--- src/hw/hwrc_cfg.svh ---
// Constants for the halt, wake-up and reset sequencer
`ifndef HWRC_CFG_SVH
`define HWRC_CFG_SVH
`define HWRC_CLOCK_MHZ 50
`define HWRC_XST_CYCLES 1024
`define HWRC_CNT_W 11
`define HWRC_PC_RESET 11'h000
`define HWRC_SP_TOP 3'h0
`define HWRC_TMRC_RESET 5'h01
`define HWRC_RTC_CONTROL_RESET 6'h07
`define HWRC_INTERRUPT_CONTROL0_RESET 7'h00
`define HWRC_INTERRUPT_CONTROL1_RESET 4'h0
`define HWRC_PORTA_RESET 8'hff
`define HWRC_WDT_W 16
`endif

--- src/hw/hwrc_pkg.sv ---
// Types for the halt, wake-up and reset sequencer
package hwrc_pkg;
  typedef enum logic [1:0] {
    HWRC_RUN,
    HWRC_HALT,
    HWRC_WAIT
  } hwrc_state_type;

  // Wake reason latched at wake-up, used to pick the resume action
  typedef enum logic [1:0] {
    HWRC_WK_NONE,
    HWRC_WK_PORT,
    HWRC_WK_INT,
    HWRC_WK_WDT
  } hwrc_wake_type;

  // Peripheral register reset values handed to the rest of the chip
  typedef struct packed {
    logic [4:0] timer0_control;
    logic [4:0] timer1_control;
    logic [5:0] rtc_control;
    logic [6:0] interrupt_control0;
    logic [3:0] interrupt_control1;
    logic [7:0] port_a;
  } hwrc_regs_type;

  typedef struct packed {
    logic timeout_flag;
    logic powerdown_flag;
  } hwrc_flags_type;
endpackage

--- src/hw/hwrc_top.sv ---
// Halt mode, wake-up and reset sequencer
`timescale 1ns/1ns
`default_nettype none
`include "hwrc_cfg.svh"
module hwrc_top #(
  parameter bit CRYSTAL = 1'b1,
  parameter logic [7:0] PORTA_WAKE_EN = 8'hff,
  parameter bit WDT_OWN_CLOCK = 1'b1,
  parameter int XST_CYCLES = `HWRC_XST_CYCLES
) (
  input wire logic clock, // 50 MHz system clock
  input wire logic rst, // Power-up reset, synchronous, high
  input wire logic reset_pin_n, // External reset pin, low active
  input wire logic [7:0] port_a_pin, // Port A pins for wake-up
  input wire logic halt_instr, // Halt instruction executed
  input wire logic watchdog_clear_instr, // Watchdog clear instruction
  input wire logic watchdog_tick, // Watchdog clock enable pulse
  input wire logic [7:0] int_request, // Interrupt request flags
  input wire logic [7:0] int_enable, // Interrupt enables
  input wire logic global_int_enable, // Master interrupt enable
  input wire logic stack_full, // Call stack full
  input wire logic [3:0] wdt_period_sel, // Watchdog overflow bit select
  output logic sys_osc_enable, // System oscillator on
  output logic core_hold, // Core and state frozen
  output logic lcd_clock_enable, // LCD drive allowed
  output logic warm_reset, // One-cycle PC and SP clear
  output logic chip_reset, // Full chip reset level
  output logic resume_next, // Pulse: continue next instruction
  output logic int_vector, // Pulse: take interrupt vector
  output logic [10:0] pc_reset_value, // Program counter reset load
  output logic [2:0] sp_reset_value, // Stack pointer reset load
  output hwrc_pkg::hwrc_regs_type reg_reset_value, // Register reset loads
  output hwrc_pkg::hwrc_flags_type flags, // Timeout and powerdown flags
  output logic [15:0] watchdog_counter // Watchdog count
);
  localparam int XST_CNT = (XST_CYCLES < 1) ? 1 : XST_CYCLES;

  hwrc_pkg::hwrc_state_type state;
  hwrc_pkg::hwrc_state_type next_state;
  hwrc_pkg::hwrc_wake_type wake_kind;
  logic [1:0] rpin_sync;
  logic [7:0] pa_meta;
  logic [7:0] pa_sync;
  logic [7:0] pa_prev;
  logic [7:0] int_at_halt;
  logic [`HWRC_CNT_W-1:0] xst_count;
  logic rpin_prev;

  // Pins cross two flops; stage one feeds only stage two
  // Reset to the idle high level so no false edge follows reset
  always_ff @(posedge clock) begin
    if (rst) begin
      rpin_sync <= 2'h3;
      pa_meta <= 8'hff;
      pa_sync <= 8'hff;
      pa_prev <= 8'hff;
      rpin_prev <= 1'b1;
    end else begin
      rpin_sync <= {rpin_sync[0], reset_pin_n};
      pa_meta <= port_a_pin;
      pa_sync <= pa_meta;
      pa_prev <= pa_sync;
      rpin_prev <= rpin_sync[1];
    end
  end

  // Event decoding
  wire pin_reset = ~rpin_sync[1];
  wire pin_release = rpin_sync[1] & ~rpin_prev;
  wire in_halt = (state == hwrc_pkg::HWRC_HALT);
  wire in_run = (state == hwrc_pkg::HWRC_RUN);
  wire [7:0] pa_fall = pa_prev & ~pa_sync & PORTA_WAKE_EN;
  wire port_wake = |pa_fall;
  wire [7:0] int_new = int_request & ~int_at_halt;
  wire int_wake = |int_new;
  wire int_take = global_int_enable & |(int_new & int_enable) & ~stack_full;
  wire wdt_en = WDT_OWN_CLOCK | in_run; // Instruction clock stops in halt
  wire [15:0] wdt_mask = 16'h0001 << wdt_period_sel;
  wire wdt_over = watchdog_tick & wdt_en & ((watchdog_counter & wdt_mask) != 16'h0000);
  wire halt_go = in_run & halt_instr & ~pin_reset;
  wire wake_any = in_halt & (port_wake | int_wake | wdt_over);
  wire xst_done = (xst_count == `HWRC_CNT_W'(XST_CNT - 1));

  // Next state: crystal wake goes through the startup wait
  always_comb begin
    next_state = state;
    unique case (state)
      hwrc_pkg::HWRC_RUN: if (halt_go) next_state = hwrc_pkg::HWRC_HALT;
      hwrc_pkg::HWRC_HALT: begin
        if (pin_reset) begin
          next_state = hwrc_pkg::HWRC_RUN;
        end else if (wake_any) begin
          next_state = CRYSTAL ? hwrc_pkg::HWRC_WAIT : hwrc_pkg::HWRC_RUN;
        end
      end
      hwrc_pkg::HWRC_WAIT: begin
        if (pin_reset) begin
          next_state = hwrc_pkg::HWRC_RUN;
        end else if (xst_done) begin
          next_state = hwrc_pkg::HWRC_RUN;
        end
      end
    endcase
  end

  // Sequencer state, startup timer and wake reason
  always_ff @(posedge clock) begin
    if (rst) begin
      state <= CRYSTAL ? hwrc_pkg::HWRC_WAIT : hwrc_pkg::HWRC_RUN;
      xst_count <= '0;
      wake_kind <= hwrc_pkg::HWRC_WK_NONE;
      int_at_halt <= 8'h00;
    end else begin
      state <= next_state;
      xst_count <= (state == hwrc_pkg::HWRC_WAIT) ? xst_count + 1'b1 : '0;
      if (halt_go) begin
        int_at_halt <= int_request;
      end
      if (wake_any) begin
        if (wdt_over) begin
          wake_kind <= hwrc_pkg::HWRC_WK_WDT;
        end else if (int_take) begin
          wake_kind <= hwrc_pkg::HWRC_WK_INT;
        end else begin
          wake_kind <= hwrc_pkg::HWRC_WK_PORT;
        end
      end
    end
  end

  // Resume actions fire when normal operation restarts
  wire resume_now = (next_state == hwrc_pkg::HWRC_RUN) & ~in_run & ~pin_reset & ~rst;
  wire [1:0] kind_now = wake_any ?
    (wdt_over ? 2'h3 : (int_take ? 2'h2 : 2'h1)) : 2'(wake_kind);
  logic int_delay;

  // Interrupt service is held one extra cycle after restart
  always_ff @(posedge clock) begin
    if (rst) begin
      resume_next <= 1'b0;
      int_delay <= 1'b0;
      int_vector <= 1'b0;
      warm_reset <= 1'b0;
    end else begin
      resume_next <= resume_now & ((kind_now == 2'h1) | (kind_now == 2'h2 & ~int_take
                     & (state == hwrc_pkg::HWRC_HALT)));
      int_delay <= resume_now & (kind_now == 2'h2);
      int_vector <= int_delay;
      warm_reset <= resume_now & (kind_now == 2'h3);
    end
  end

  // Full reset: power-up, pin, or watchdog overflow while running
  wire full_reset = rst | pin_reset | (in_run & wdt_over);
  always_ff @(posedge clock) begin
    if (rst) begin
      chip_reset <= 1'b1;
      pc_reset_value <= `HWRC_PC_RESET;
      sp_reset_value <= `HWRC_SP_TOP;
    end else begin
      chip_reset <= full_reset | (state == hwrc_pkg::HWRC_WAIT & ~wake_kind[0]
                    & ~wake_kind[1]);
      pc_reset_value <= `HWRC_PC_RESET;
      sp_reset_value <= `HWRC_SP_TOP;
    end
  end

  // Register reset values; a warm reset does not reload them
  always_ff @(posedge clock) begin
    if (full_reset) begin
      reg_reset_value.timer0_control <= `HWRC_TMRC_RESET;
      reg_reset_value.timer1_control <= `HWRC_TMRC_RESET;
      reg_reset_value.rtc_control <= `HWRC_RTC_CONTROL_RESET;
      reg_reset_value.interrupt_control0 <= `HWRC_INTERRUPT_CONTROL0_RESET;
      reg_reset_value.interrupt_control1 <= `HWRC_INTERRUPT_CONTROL1_RESET;
      reg_reset_value.port_a <= `HWRC_PORTA_RESET;
    end
  end

  // Status flags; halt has the strongest claim in its own cycle
  always_ff @(posedge clock) begin
    if (rst) begin
      flags <= '0;
    end else if (pin_reset & in_halt) begin
      flags <= 2'b01;
    end else if (halt_go) begin
      flags <= 2'b01;
    end else if (wdt_over) begin
      flags.timeout_flag <= 1'b1;
      if (in_halt) begin
        flags.powerdown_flag <= 1'b1;
      end
    end else if (watchdog_clear_instr & in_run) begin
      flags.powerdown_flag <= 1'b0;
    end
  end

  // Watchdog count: cleared by reset, clear instruction, overflow, or halt when it has its own clock
  always_ff @(posedge clock) begin
    if (full_reset | (watchdog_clear_instr & in_run)) begin
      watchdog_counter <= 16'h0000;
    end else if (halt_go & WDT_OWN_CLOCK) begin
      watchdog_counter <= 16'h0000;
    end else if (wdt_over) begin
      watchdog_counter <= 16'h0000;
    end else if (watchdog_tick & wdt_en) begin
      watchdog_counter <= watchdog_counter + 16'h0001;
    end
  end

  // Clock gating; frozen core keeps RAM, registers and pins
  always_ff @(posedge clock) begin
    if (rst) begin
      sys_osc_enable <= 1'b1;
      core_hold <= 1'b1;
      lcd_clock_enable <= 1'b1;
    end else begin
      sys_osc_enable <= (next_state != hwrc_pkg::HWRC_HALT);
      core_hold <= (next_state != hwrc_pkg::HWRC_RUN);
      lcd_clock_enable <= (next_state != hwrc_pkg::HWRC_HALT) | WDT_OWN_CLOCK;
    end
  end

  // Startup wait lasts at least eight cycles once entered
  a_xst_length: assert property (@(posedge clock) disable iff (rst | pin_reset)
    $rose(state == hwrc_pkg::HWRC_WAIT) |-> (state == hwrc_pkg::HWRC_WAIT) [*8])
    else $error("startup wait ended early");

  // Startup wait ends as soon as the count is done
  a_xst_end: assert property (@(posedge clock) disable iff (rst)
    (state == hwrc_pkg::HWRC_WAIT) & xst_done & ~pin_reset |=> state == hwrc_pkg::HWRC_RUN)
    else $error("startup wait overran");

  // Halt sets powerdown and clears timeout
  a_halt_flags: assert property (@(posedge clock) disable iff (rst)
    halt_go & ~wdt_over |=> flags == 2'b01)
    else $error("halt did not set flags");

  // Oscillator gated once halt is entered
  a_osc_off: assert property (@(posedge clock) disable iff (rst)
    halt_go |=> ##1 !sys_osc_enable || state != hwrc_pkg::HWRC_HALT)
    else $error("oscillator not gated in halt");

  // Oscillator runs whenever the core runs
  a_osc_run: assert property (@(posedge clock) disable iff (rst)
    in_run |-> sys_osc_enable)
    else $error("oscillator off while running");

  // Core stays frozen for the whole halt
  a_halt_hold: assert property (@(posedge clock) disable iff (rst)
    in_halt |-> core_hold)
    else $error("core not frozen in halt");

  // Halt restarts the watchdog from zero when it has its own clock
  a_wdt_clear: assert property (@(posedge clock) disable iff (rst)
    halt_go & WDT_OWN_CLOCK & ~pin_reset |=> watchdog_counter == 16'h0000)
    else $error("halt left watchdog count");

  // LCD clock follows the watchdog clock source in halt
  a_lcd_halt: assert property (@(posedge clock) disable iff (rst)
    in_halt |-> (lcd_clock_enable == WDT_OWN_CLOCK))
    else $error("lcd clock wrong in halt");

  // A port fall leaves halt at once
  a_port_wake: assert property (@(posedge clock) disable iff (rst)
    in_halt & port_wake & ~pin_reset |=> state != hwrc_pkg::HWRC_HALT)
    else $error("port fall did not wake");

  // Watchdog clear instruction drops powerdown
  a_pd_clear: assert property (@(posedge clock) disable iff (rst)
    watchdog_clear_instr & in_run & ~wdt_over & ~halt_go & ~pin_reset
    |=> !flags.powerdown_flag)
    else $error("powerdown flag not cleared");

  // Full reset on the pin
  a_full_reset: assert property (@(posedge clock) disable iff (rst)
    pin_reset |=> chip_reset)
    else $error("pin reset without chip reset");

  // Pin reset in halt marks the cause
  a_flags_pin: assert property (@(posedge clock) disable iff (rst)
    pin_reset & in_halt |=> flags == 2'b01)
    else $error("pin wake flags wrong");

  // Watchdog in halt sets both flags and restarts the count
  a_flags_wdt: assert property (@(posedge clock) disable iff (rst)
    in_halt & wdt_over & ~pin_reset |=> flags == 2'b11)
    else $error("watchdog wake flags wrong");

  a_wdt_restart: assert property (@(posedge clock) disable iff (rst)
    in_halt & wdt_over |=> watchdog_counter == 16'h0000)
    else $error("watchdog count kept after wake");

  // Warm reset only with timeout, one cycle, registers untouched
  a_warm_wdt: assert property (@(posedge clock) disable iff (rst)
    warm_reset |-> flags.timeout_flag)
    else $error("warm reset without timeout flag");

  a_warm_pulse: assert property (@(posedge clock) disable iff (rst)
    warm_reset |=> !warm_reset)
    else $error("warm reset longer than a cycle");

  a_warm_keeps: assert property (@(posedge clock) disable iff (rst)
    warm_reset |-> $stable(reg_reset_value))
    else $error("warm reset reloaded registers");

  // Watchdog overflow while running is a full reset
  a_run_wdt: assert property (@(posedge clock) disable iff (rst)
    in_run & wdt_over & ~halt_go |=> chip_reset && flags.timeout_flag)
    else $error("running overflow not a full reset");

  // Full reset loads the register reset values
  a_regs_full: assert property (@(posedge clock) disable iff (rst)
    full_reset |=> reg_reset_value == {`HWRC_TMRC_RESET, `HWRC_TMRC_RESET,
    `HWRC_RTC_CONTROL_RESET, `HWRC_INTERRUPT_CONTROL0_RESET, `HWRC_INTERRUPT_CONTROL1_RESET, `HWRC_PORTA_RESET})
    else $error("register reset values wrong");

  // Next instruction runs only once the core is free
  a_resume_free: assert property (@(posedge clock) disable iff (rst)
    resume_next |-> !core_hold)
    else $error("resume while core frozen");

  // Vector comes one cycle after the core restarts
  a_int_late: assert property (@(posedge clock) disable iff (rst)
    int_vector |-> !core_hold && $past(core_hold, 2))
    else $error("interrupt vector not delayed");

  // A request pending at halt entry cannot wake
  a_pending_int: assert property (@(posedge clock) disable iff (rst)
    in_halt & ~port_wake & ~wdt_over & ~pin_reset & ((int_request & ~int_at_halt) == 8'h00)
    |=> state == hwrc_pkg::HWRC_HALT)
    else $error("stale interrupt woke halt");
endmodule
`default_nettype wire

--- config.mk ---
export PLATFORM = sky130hd
export DESIGN_NAME = hwrc_top
export DESIGN_NICKNAME = d
export VERILOG_FILES = /design/src/hw/hwrc_pkg.sv /design/src/hw/hwrc_top.sv
export VERILOG_INCLUDE_DIRS = /design/src /design/src/hw
export SDC_FILE = /design/constraint.sdc
export NUM_CORES = 1
export LEC_CHECK = 0
export ABC_AREA = 0
export BUFFER_PORTS_ARGS = -buffer_cell sky130_fd_sc_hd__buf_2
export CAP_MARGIN = 10
export CORE_MARGIN = 2
export CORE_UTILIZATION = 46
export DETAILED_ROUTE_END_ITERATION = 10
export PLACE_DENSITY = 0.88
export SYNTH_ARGS = -nofsm -noshare
export SYNTH_HDL_FRONTEND = slang
export SYNTH_SLANG_ARGS = --single-unit
--- constraint.sdc ---
create_clock -name clock -period 1.9 [get_ports clock]
set_input_delay 0.285 -clock clock [delete_from_list [all_inputs] [get_ports clock]]
set_output_delay 0.285 -clock clock [all_outputs]
set_load 0.01 [all_outputs]
Word-level counts from Yosys, hierarchy flattened

Cells that the tools add are included.

Output and inout port bits: 74
Logic and storage cells: 95
Register bits: 74
Bits of input ports: 36

Equal/unequal tests: 8
Muxes and demuxes: 14
Shift-type cells: 1
Bitwise operators: 40
Reduce and logical (&&, ||, !) cells: 12
Add/subtract/negate cells: 2

Operators by type and width:

| operator              | number |
|---|---|
| $and 8x8->8           | 3 |
| $reduce_or 8->1       | 3 |
| $and 1x1->1           | 19 |
| $add 16x1->16 const B | 1 |
| $and 16x16->16        | 1 |
| $mux 2                | 8 |
| $not 8->8             | 2 |
| $reduce_bool 16->1    | 1 |
| $shl 1x4->16 const A  | 1 |
| $add 11x1->11 const B | 1 |
| $eq 11x10->1 const B  | 1 |
| $not 1->1             | 8 |
| $or 1x1->1            | 7 |
| $eq 2x2->1 const B    | 3 |
| $pmux 2 s3            | 1 |
| $reduce_or 3->1       | 2 |
| $mux 1                | 5 |
| $eq 2x1->1 const B    | 2 |
| $logic_not 2->1       | 2 |
| $ne 4x2->1 const B    | 1 |
| $reduce_bool 4->1     | 1 |
| $ne 2x1->1 const B    | 1 |
| $reduce_and 2->1      | 1 |
| $reduce_bool 2->1     | 1 |
| $reduce_or 2->1       | 1 |

Depth between registers and ports, before layout

Gate-level depths: netlist of run 1.

Depth after elaboration: 14
Mapped depth: 9
Gate-level depth less buffers: 8

Least setup slack after synthesis of run 1

OpenSTA, ideal clock, no wires.

Kind: register -> register
From: reg state[0]
To: reg int_delay
Arrival: 1.776 ns
Stages on the path, launching flop included: 10
Setup time: 0.087 ns
Period minus slack after synthesis: 1.863 ns
Buffers on the path: 1
Setup slack: 0.037 ns
Data required time: 1.813 ns
Path through: dfxtp_1 inv_1 ha_1 and3_1 clkbuf_1 o21ai_0 o41ai_1 a31oi_2 nand3_4 nor4b_4

Longest elaborated chain between the ends: 10
Elaborated cells between the ends (all ways): 20
Classes of those cells: 3 x eq/ne; 7 x mux; 8 x bitwise; 2 x reduce/logical

Ends and longest elaborated chain:

| what                                                 | line                                           | text |
|---|---|---|
| start: declaration                                   | hwrc_top.sv:38                                 | `hwrc_pkg::hwrc_state_type state;` |
| start signal: assignment                             | hwrc_top.sv:109                                | `state <= CRYSTAL ? hwrc_pkg::HWRC_WAIT : hwrc_pkg::HWRC_RUN;` |
| start signal: assignment                             | hwrc_top.sv:114                                | `state <= next_state;` |
| $eq 2x1->1 / $logic_not 2->1 (equally long branches) | hwrc_top.sv:70, hwrc_top.sv:87, hwrc_top.sv:71 |  |
| $and 1x1->1 (on tied branches)                       | hwrc_top.sv:81, hwrc_top.sv:80                 |  |
| $mux 2 / $and 1x1->1 (equally long branches)         | hwrc_top.sv:92, hwrc_top.sv:80                 |  |
| $mux 2 (on tied branches)                            | hwrc_top.sv:90, hwrc_top.sv:88                 |  |
| $pmux 2 s3                                           | hwrc_top.sv:87                                 | `unique case (state)` |
| $logic_not 2->1                                      | hwrc_top.sv:132                                | `wire resume_now = (next_state == hwrc_pkg::HWRC_RUN) & ~in_run & ~pin_reset & ~rst;` |
| $and 1x1->1 (3 in a row)                             | hwrc_top.sv:132                                |  |
| $and 1x1->1 *                                        | hwrc_top.sv:147                                | `int_delay <= resume_now & (kind_now == 2'h2);` |
| end signal: assignment                               | hwrc_top.sv:147                                |  |
| end: declaration                                     | hwrc_top.sv:135                                | `logic int_delay;` |

Every way passes the cells marked *; elsewhere a longest branch is shown, timed or not.
A chain may end at the register's enable or synchronous reset.

Worst setup path after layout of run 1

From: reg watchdog_counter[3]
To: reg int_delay

Longest elaborated chain between the ends: 13
Elaborated cells between the ends (all ways): 16
Classes of those cells: 1 x eq/ne; 5 x mux; 8 x bitwise; 2 x reduce/logical

Ends and longest elaborated chain:

| what                     | line            | text |
|---|---|---|
| start: declaration       | hwrc_top.sv:34  | `output logic [15:0] watchdog_counter` |
| start signal: assignment | hwrc_top.sv:207 | `watchdog_counter <= watchdog_counter + 16'h0001;` |
| $and 16x16->16 *         | hwrc_top.sv:79  | `wire wdt_over = watchdog_tick & wdt_en & ((watchdog_counter & wdt_mask) != 16'h0000);` |
| $reduce_bool 16->1 *     | hwrc_top.sv:79  |  |
| $and 1x1->1 *            | hwrc_top.sv:79  |  |
| $or 1x1->1               | hwrc_top.sv:81  | `wire wake_any = in_halt & (port_wake \| int_wake \| wdt_over);` |
| $and 1x1->1              | hwrc_top.sv:81  |  |
| $mux 2                   | hwrc_top.sv:92  | `end else if (wake_any) begin` |
| $mux 2                   | hwrc_top.sv:90  | `if (pin_reset) begin` |
| $pmux 2 s3               | hwrc_top.sv:87  |  |
| $logic_not 2->1          | hwrc_top.sv:132 |  |
| $and 1x1->1 (3 in a row) | hwrc_top.sv:132 |  |
| $and 1x1->1 *            | hwrc_top.sv:147 |  |

Marked as above.

==> results.cfg, run 1 <==
[worst_setup_path]
crit_chain = mux4_2 > nand2b_4 > nand4b_1 > a31o_2 > a21bo_1 > nand3_4 > nor4b_4
cp.arrival_ns = 2.20
rr_worst_depth = 7
critPathBufInv = 0
crit_type = flop to flop
crit_cells = 7
path_delay_family = simple AND/OR/NAND/NOR gates
critPathMaxFanout = 4
critical-path-max-stage-delay_ns = 0.46
required_ns = 2.17
end_kind = flop
crit_slowest_cell = mux4_2
start_kind = flop

[worst_hold_path]
hold_depth = 2
min_path_type = input port to flop

[yosys]
async_reset_ff_share_pct = 0
synthDominantCellAreaShare_pct = 43.1
synth_top_family_by_area = simple AND/OR/NAND/NOR gates
yosysTopAreaCell = dfxtp_1
synth_edf_count = 0
synth_flop_cell = dfxtp_1
yosysMostFrequentCell = dfxtp_1
ys_seq_area_share_pct = 43.1
synth.cell_area_um2 = 3440
synth-simple-area-share_pct = 24.2
synthMuxAreaShare_pct = 2.98
syn_area_per_cell_um2 = 9.18
synthDistinctLibCells = 48
synthTopCellsByCount = dfxtp_1 (74), buf_4 (51), nor2_1 (35), nand2_1 (28), or2_2 (27)
yosysWarningCount = 0
synth-seq-cells = 74
synth-xor-area-share_pct = 5.09
synthAdderAreaFrac_pct = 1.82
ys_top_cells_by_area = dfxtp_1 (43%), buf_4 (11%), or2_2 (4.9%)
netlist_instances = 375
synth_compound_area_share_pct = 8.84

[sta]
skew_ns = 0.00562
fmax_mhz = 517
slew_violations = 0
finalSetupTns_ns = -0.0643
rsz0062_at_grt = true
fin_crit_ns = 1.94
post-route-period-util_pct = 102
postLayoutSetupSlackWorst_ns = -0.0350
setup_violations = 2
hold_ws_ns = 0.111
final_hold_viol_count = 0

[clock_network]
ctsRootBufferMaster = clkbuf_8
clockBufferDepth = 2
hold_buffers = 0
cts_made_buffers = 9
cts_tree = built
cts_max_level = 3
clock-sinks = 74
clk_latency_ns = 0.35
clk_pin_slew_ns = 0.08

[finish]
fillers = 599
postLayoutCellArea_um2 = 4180
nets = 511
final_cells = 575
area_delta_synth_final_pct = 21.3
layout-drive-gt1-share_pct = 34.7

[drt]
vias = 2766
wl_um = 7720
avgViaCountPerCell = 4.81
drc = 0
dr.pass1.iters = 4
drtIter0Drc = 148
drt-wirelength-per-cell_um = 13.4
postRouteAntennaNets = 0

[place]
place_congestion = 0.937
placed_cells = 554
portBuffers = 59
dpl.hpwl_um = 5560
place_area_um2 = 3860

[die]
fp.dieArea_um2 = 8190
die_y_um = 90.5
core-area_um2 = 7250
num_rows = 31
initial_core_util_pct = 47.4
ioPinCount = 110
die_w_um = 90.5

[grt]
antenna_found_initial = 1
grt_usage_pct = 18.4
grt_pass1_wl_um = 12200
grt_max_degree = 36
grt_pass1_vias = 2734
grt-ovfl-total = 0

[outcome]
status = finished with violations
violations = setup timing

[job]
cap_violations = 0

[pwr]
vdd_ir_drop_max_uv = 592
total_power_mw = 3.76
p_leak_nw = 1.86
powerDensity_nw_per_um2 = 900
## metal layers
layer | part of all wire (%) | vias up | GRT usage, %
met5 | 0 | - | 0
met4 | 3.3 | 0 | 11.4
met3 | 5.6 | 24 | 4.67
met2 | 50 | 102 | 31.4
met1 | 41 | 1290 | 20.5
li1 | - | 1350 | -
## final timing paths
check / slack [ns] / from / end
max: -0.04 / watchdog_counter[3] / int_delay
min: 0.11 / port_a_pin[0] / pa_meta[0]
max reg2reg: -0.04 / watchdog_counter[3] / int_delay
min reg2reg: 0.41 / pa_meta[0] / pa_sync[0]
## metrics by stage
stage / util (%) / setup WS, ns
3_3_place_gp: 53.3 / -0.162
5_1_grt: 57.5 / -0.141
4_1_cts: 56.6 / -0.0238
3_5_place_dp: 53.3 / -0.225
2_1_floorplan: - / 0.0369
6_report: 57.6 / -0.0350
## worst reg2reg max path: stages, from the launching register on
cell and delay (ns):
dfxtp_1 0.34, mux4_2 0.46, nand2b_4 0.15, nand4b_1 0.16, a31o_2 0.22, a21bo_1 0.18, nand3_4 0.12, nor4b_4 0.22
## cells in the final DEF (no fill, tap or decap), types with 2 or more instances in the layout
cell,count
dfxtp_1,72
o211ai_1,2
clkbuf_8,9
or2_2,27
ha_1,5
nor2b_1,14
dfxtp_2,2
and3_1,3
buf_4,38
a31oi_1,3
inv_6,3
conb_1,50
clkinv_4,2
xor2_1,15
mux2i_1,5
nor2_1,34
nand4_1,10
and3_2,2
nand2b_1,2
inv_1,12
mux4_2,2
a21oi_1,13
xnor2_1,5
nor3_2,2
a2111oi_2,2
o21ai_0,7
nand3_1,9
nand2_1,27
a22oi_1,5
buf_2,59
or3_1,5
## sequential cells by signal (all words and copies together) (netlist names)
| signal | flops |
|---|---|
| int_vector | 1 |
| state | 2 |
| flags | 2 |
| watchdog_counter | 16 |
| warm_reset | 1 |
| chip_reset | 1 |
| resume_next | 1 |
| int_delay | 1 |
| sys_osc_enable | 1 |
| int_at_halt | 8 |
| pa_prev | 8 |
| pa_sync | 8 |
| core_hold | 1 |
| rpin_sync | 2 |
| pa_meta | 8 |
| wake_kind | 2 |
| xst_count | 11 |
## kinds of logic after synthesis
logic type,after synthesis
AND/OR/NAND/NOR,150
flip-flops,74
buffers and inverters,73
AO/OA/AOI/OAI,44
XOR/XNOR,20
multiplexers,7
adder cells (fa/ha/maj),5
other,2
## final cells by class
type / instances / area, um2 / share of cell area (%)
antenna: 1 / 2.50 / 0.0599
clock buffer: 9 / 124 / 2.97
clock inverter: 7 / 85.1 / 2.04
inverter: 12 / 45.0 / 1.08
multi-input combinational: 276 / 1730 / 41.4
sequential: 74 / 1480 / 35.5
tap: 99 / 124 / 2.97
timing repair buffer: 97 / 581 / 13.9
## power breakdown
group	internal [mW]	switching, mW
Combinational	0.314	0.458
Clock	0.634	0.635
Sequential	1.66	0.0611
## timing repair
action | in CTS | in global routing
pin swaps | 4 | 6
setup endpoints to repair | 11 | 27
resized for setup | 8 | 14
buffers inserted | 2 | 2
Note: power is estimated with default switching activity, not from simulation.
==> run 2, diff against run 1 <==
--- a/config.mk
+++ b/config.mk
@@ -7,7 +7,7 @@
 export NUM_CORES = 1
 export LEC_CHECK = 0
 export ABC_AREA = 0
-export BUFFER_PORTS_ARGS = -buffer_cell sky130_fd_sc_hd__buf_2
+export BUFFER_PORTS_ARGS = -buffer_cell sky130_fd_sc_hd__buf_4
 export CAP_MARGIN = 10
 export CORE_MARGIN = 2
 export CORE_UTILIZATION = 46
==> results.cfg, run 2 (synthesis results as in run 1) <==
[outcome]
status = finished with violations
violations = setup timing

[worst_setup_path]
end_kind = flop
r2r-start = int_at_halt[6]
critical-path-max-stage-delay_ns = 0.41
r2r_end = resume_next
cp.arrival_ns = 2.29
required_ns = 2.13
crit_type = flop to flop
crit_slowest_cell = nor4_1
r2r_setup_slack_ns = -0.16
critPathMaxFanout = 4
start_kind = flop
rr_worst_depth = 8
crit_chain = nor2b_1 > nor4_1 > and4_4 > buf_4 > o21ai_0 > a32oi_1 > a2bb2oi_2 > nor3_2

[die]
fp.dieArea_um2 = 8190
ioPinCount = 110
die_y_um = 90.5
core-area_um2 = 7250
num_rows = 31
initial_core_util_pct = 47.4
die_w_um = 90.5

[pwr]
p_switching_mw = 1.11
p_leak_nw = 1.90
vdd_ir_drop_max_uv = 426
powerDensity_nw_per_um2 = 907
p_int_mw = 2.88
pwr-share-seq_pct = 43.2
power_frac_clock_pct = 35.9
p_comb_share_pct = 21.0
swShare_pct = 27.9

[grt]
grt_pass1_wl_um = 12500
grt_max_degree = 45
grt_usage_pct = 18.7
grt_pass1_vias = 2730
grt-ovfl-total = 0
antenna_found_initial = 1

[drt]
postRouteAntennaNets = 0
dr.pass1.iters = 6
wl_um = 8180
avgViaCountPerCell = 5.06
vias = 2890
drtIter0Drc = 137
drc = 0
drt-wirelength-per-cell_um = 14.3

[place]
pre_cts_slack_ns = -0.229
portBuffers = 59
dpl.hpwl_um = 5460
place_congestion = 0.911

[worst_hold_path]
min_path_type = input port to flop
hold_depth = 2
hold_end = pa_meta[1]
hold_start = port_a_pin[1]

[sta]
rsz0062_at_grt = true
fin_crit_ns = 2.06
setup_violations = 6
final_hold_viol_count = 0
postLayoutSetupSlackWorst_ns = -0.156
slew_headroom_pct = 65.8
fmax_mhz = 486
slew_violations = 0
tightest_slew_ns = 0.511
finalSetupTns_ns = -0.390
skew_ns = 0.00876
post-route-period-util_pct = 108

[finish]
largest_register_ffs = 16
final_cell_mix = buf_4 (92), dfxtp_1 (68), conb_1 (50)
fillers = 585
diodes = 0
nets = 508
layout_commonest_cell = buf_4
area_delta_synth_final_pct = 27.8
layout-drive-gt1-share_pct = 37.1
regMostFlops = watchdog_counter
reg.largest.list = watchdog_counter: 16 flops, xst_count: 11 flops
multi_input_area_um2 = 1800
final-seq-area_um2 = 1490

[clock_network]
cts_max_level = 3
hold_buffers = 0
clk_latency_ns = 0.34
cts_made_buffers = 9
clock-sinks = 74
clk_pin_slew_ns = 0.08
clockBufferDepth = 2
cts_tree = built
ctsRootBufferMaster = clkbuf_8

[job]
cap_violations = 0
-- run 2: cell types whose count changed in the layout (fill, tap and decap cells not counted), sizes merged --
cell	change
buf	-4
diode	-1
clkinvlp	+1
bufinv	+2
clkinv	-1
clkbuf	+2
nand4b	+1
inv	-4
-- run 2: per-stage QoR --
| step | power (mW) | utilization (%) | std cells | instance area, um2 | hold slack [ns] |
|---|---|---|---|---|---|
| finish | 3.99 | 60.6 | 571 | 4400 | 0.127 |
| global route | 4.15 | 60.6 | 571 | 4400 | 0.117 |
| CTS | 3.92 | 59.2 | 569 | 4300 | 0.113 |
| detailed placement | 2.47 | 54.9 | 550 | 3980 | 0.400 |
| global placement | 2.44 | 54.9 | 550 | 3980 | 0.391 |
| floorplan | 2.29 | - | 423 | 3620 | 0.375 |
-- run 2: power groups by stage --
stage               sequential, mW  clock [mW]  combinational, mW
finish                        1.72        1.43              0.837
global route                  1.73        1.50              0.915
CTS                           1.72        1.43              0.768
detailed placement            1.75           0              0.717
global placement              1.75           0              0.697
floorplan                     1.76           0              0.532
-- run 2: metal layers --
metal  part of all wire [%]  GRT usage [%]  up-vias
li1                       -              -     1342
met1                     40           21.1     1385
met2                     51           32.8      140
met3                    5.9           3.92       21
met4                    2.4           10.4        2
met5                   0.16              0        -
-- run 2: worst max-delay path, delay by kind of cell, from the launching register on --
kind            cells  cell delay, ns
simple gates        4            0.85
compound gates      3            0.65
buf+inv             1            0.11
flops               1            0.34
-- run 2: timing repair --
item,4_1_cts,5_1_grt
endpoints found under the setup margin,26,26
resized for setup,18,24
pin swaps,6,12
gates cloned,0,1
buffers inserted,3,1
-- run 2: area by class of cell --
class / instances / area share (%)
flip-flops and latches: 74 / 33.9
well taps: 99 / 2.82
clock buffers: 11 / 2.99
repair buffers: 93 / 16.0
multi-input cells: 277 / 41.0
inverters: 12 / 1.02
clock inverters: 5 / 2.33
-- run 2: how the worst max path moves through the flow --
stage	from	endpoint	slack [ns]
after floorplan	state[0]	int_delay	0.04
after global placement	int_request[4]	sys_osc_enable	-0.17
after detailed placement	wdt_period_sel[1]	int_delay	-0.23
after CTS	watchdog_counter[5]	int_delay	-0.02
after global routing	pa_prev[7]	resume_next	-0.18
final	int_at_halt[6]	resume_next	-0.16
==> run 3, diff against run 2 <==
--- a/config.mk
+++ b/config.mk
@@ -9,6 +9,7 @@
 export ABC_AREA = 0
 export BUFFER_PORTS_ARGS = -buffer_cell sky130_fd_sc_hd__buf_4
 export CAP_MARGIN = 10
+export CORE_ASPECT_RATIO = 0.8
 export CORE_MARGIN = 2
 export CORE_UTILIZATION = 46
 export DETAILED_ROUTE_END_ITERATION = 10
==> results.cfg, run 3 (synthesis results as in run 1) <==
[outcome]
status = finished with violations
violations = setup timing

[sta]
fmax_mhz = 489
slew_violations = 0
setup_violations = 6
hold_ws_ns = 0.121
post-route-period-util_pct = 108
postLayoutSetupSlackWorst_ns = -0.146
rsz0062_at_grt = true
fin_crit_ns = 2.05
final_hold_viol_count = 0
skew_ns = 0.0124

[die]
ioPinCount = 110
die_y_um = 81.4
num_rows = 28
initial_core_util_pct = 47.0
fp.dieArea_um2 = 8190
die_w_um = 101
core-area_um2 = 7320

[pwr]
power_frac_clock_pct = 33.3
p_leak_nw = 1.88
powerDensity_nw_per_um2 = 876
swShare_pct = 31.1
p_switching_mw = 1.18
vdd_ir_drop_max_uv = 617
p_int_mw = 2.61
pwr-share-seq_pct = 45.5
p_comb_share_pct = 21.2

[worst_setup_path]
required_ns = 2.16
end_kind = flop
path_delay_family = compound AO/OA/AOI/OAI gates
critPathMaxFanout = 4
critPathBufInv = 1
start_kind = flop
crit_slowest_cell = a2111oi_1
cp.arrival_ns = 2.31
critical-path-max-stage-delay_ns = 0.50
crit_chain = inv_1 > a2111oi_1 > and4_4 > a31o_2 > a21bo_1 > nand3_4 > nor4b_4
crit_type = flop to flop

[finish]
fillers = 559
layout-drive-gt1-share_pct = 35.7
diodes = 0
largest_register_ffs = 16
regMostFlops = watchdog_counter
finalCoreUtilization_pct = 59.1
layout_commonest_cell = buf_4
reg.largest.list = watchdog_counter: 16 flops, xst_count: 11 flops
nets = 506
area_delta_synth_final_pct = 25.7
final_cell_mix = buf_4 (90), dfxtp_1 (68), conb_1 (50)

[clock_network]
clk_pin_slew_ns = 0.08
clk_latency_ns = 0.34
ctsRootBufferMaster = clkbuf_8
clockBufferDepth = 2
clock-sinks = 74
cts_tree = built
cts_made_buffers = 9
cts_max_level = 3

[grt]
grt_usage_pct = 18.6
grtUsageMet1_pct = 22.4
use_met3_pct = 3.79
grt-ovfl-total = 0
antenna_found_initial = 0
grt_max_degree = 45
grt_most_used_layer = met2
grt_pass1_vias = 2633
globalRouteMet2Util_pct = 31.7
grt_pass1_wl_um = 12000

[drt]
vias = 2761
drtIter0Drc = 189
postRouteAntennaNets = 0
drt-wirelength-per-cell_um = 13.8
wl_um = 7730
dr.pass1.iters = 4
avgViaCountPerCell = 4.93
drc = 0

[place]
dpl.hpwl_um = 5270
place_congestion = 0.891
portBuffers = 59

[worst_hold_path]
min_path_type = input port to flop

[job]
cap_violations = 0
==> run 3: layout make-up <==
cell class	count	area, um2	share of cell area [%]
multi-input combinational	277	1790	41.3
sequential	74	1490	34.4
timing repair buffer	91	687	15.9
clock buffer	9	124	2.86
tap	90	113	2.60
clock inverter	7	82.6	1.91
inverter	12	45.0	1.04
==> run 3: final timing paths <==
path | startpoint | endpoint | slack, ns | cells past startpoint
worst min-delay path | port_a_pin[2] | pa_meta[2] | 0.12 | 2
worst max register to register | pa_sync[4] | int_delay | -0.15 | 7
worst min register to register | pa_meta[3] | pa_sync[3] | 0.41 | 1
worst max-delay path | pa_sync[4] | int_delay | -0.15 | 7
==> run 3: stage by stage <==
step / setup slack (ns) / cells / area (um2) / power [mW] / TNS [ns]
finish: -0.146 / 560 / 4330 / 3.79 / -0.564
global route: -0.197 / 560 / 4330 / 3.98 / -1.15
CTS: 0.000448 / 558 / 4220 / 3.75 / 0
detailed placement: -0.293 / 540 / 3960 / 2.47 / -3.25
global placement: -0.200 / 540 / 3960 / 2.43 / -2.16
floorplan: 0.0369 / 423 / 3620 / 2.29 / 0
==> run 3: what timing repair did <==
item / in CTS / in global routing
hold buffers: 0 / 0
endpoints found under the setup margin: 9 / 24
pin swaps: 6 / 7
resized for setup: 12 / 21
gates cloned: 0 / 1
buffers inserted: 2 / 1
==> run 3: worst reg2reg max path: stages, from the launching register on <==
cell and delay, ns:
dfxtp_1 0.35, inv_1 0.06, a2111oi_1 0.50, and4_4 0.35, a31o_2 0.20, a21bo_1 0.17, nand3_4 0.12, nor4b_4 0.22
==> run 3: layer usage <==
metal	share of wire, %	wire [um]	vias to the layer above
met3	5.5	426	12
met5	0	0	-
met1	42	3270	1301
li1	-	-	1347
met2	51	3920	101
met4	1.4	106	0
==> run 3: power by group through the flow <==
stage | clock network (mW) | registers (mW) | logic [mW]
2_1_floorplan | 0 | 1.76 | 0.532
3_3_place_gp | 0 | 1.75 | 0.686
3_5_place_dp | 0 | 1.75 | 0.715
4_1_cts | 1.29 | 1.72 | 0.743
5_1_grt | 1.36 | 1.74 | 0.878
6_report | 1.26 | 1.72 | 0.805
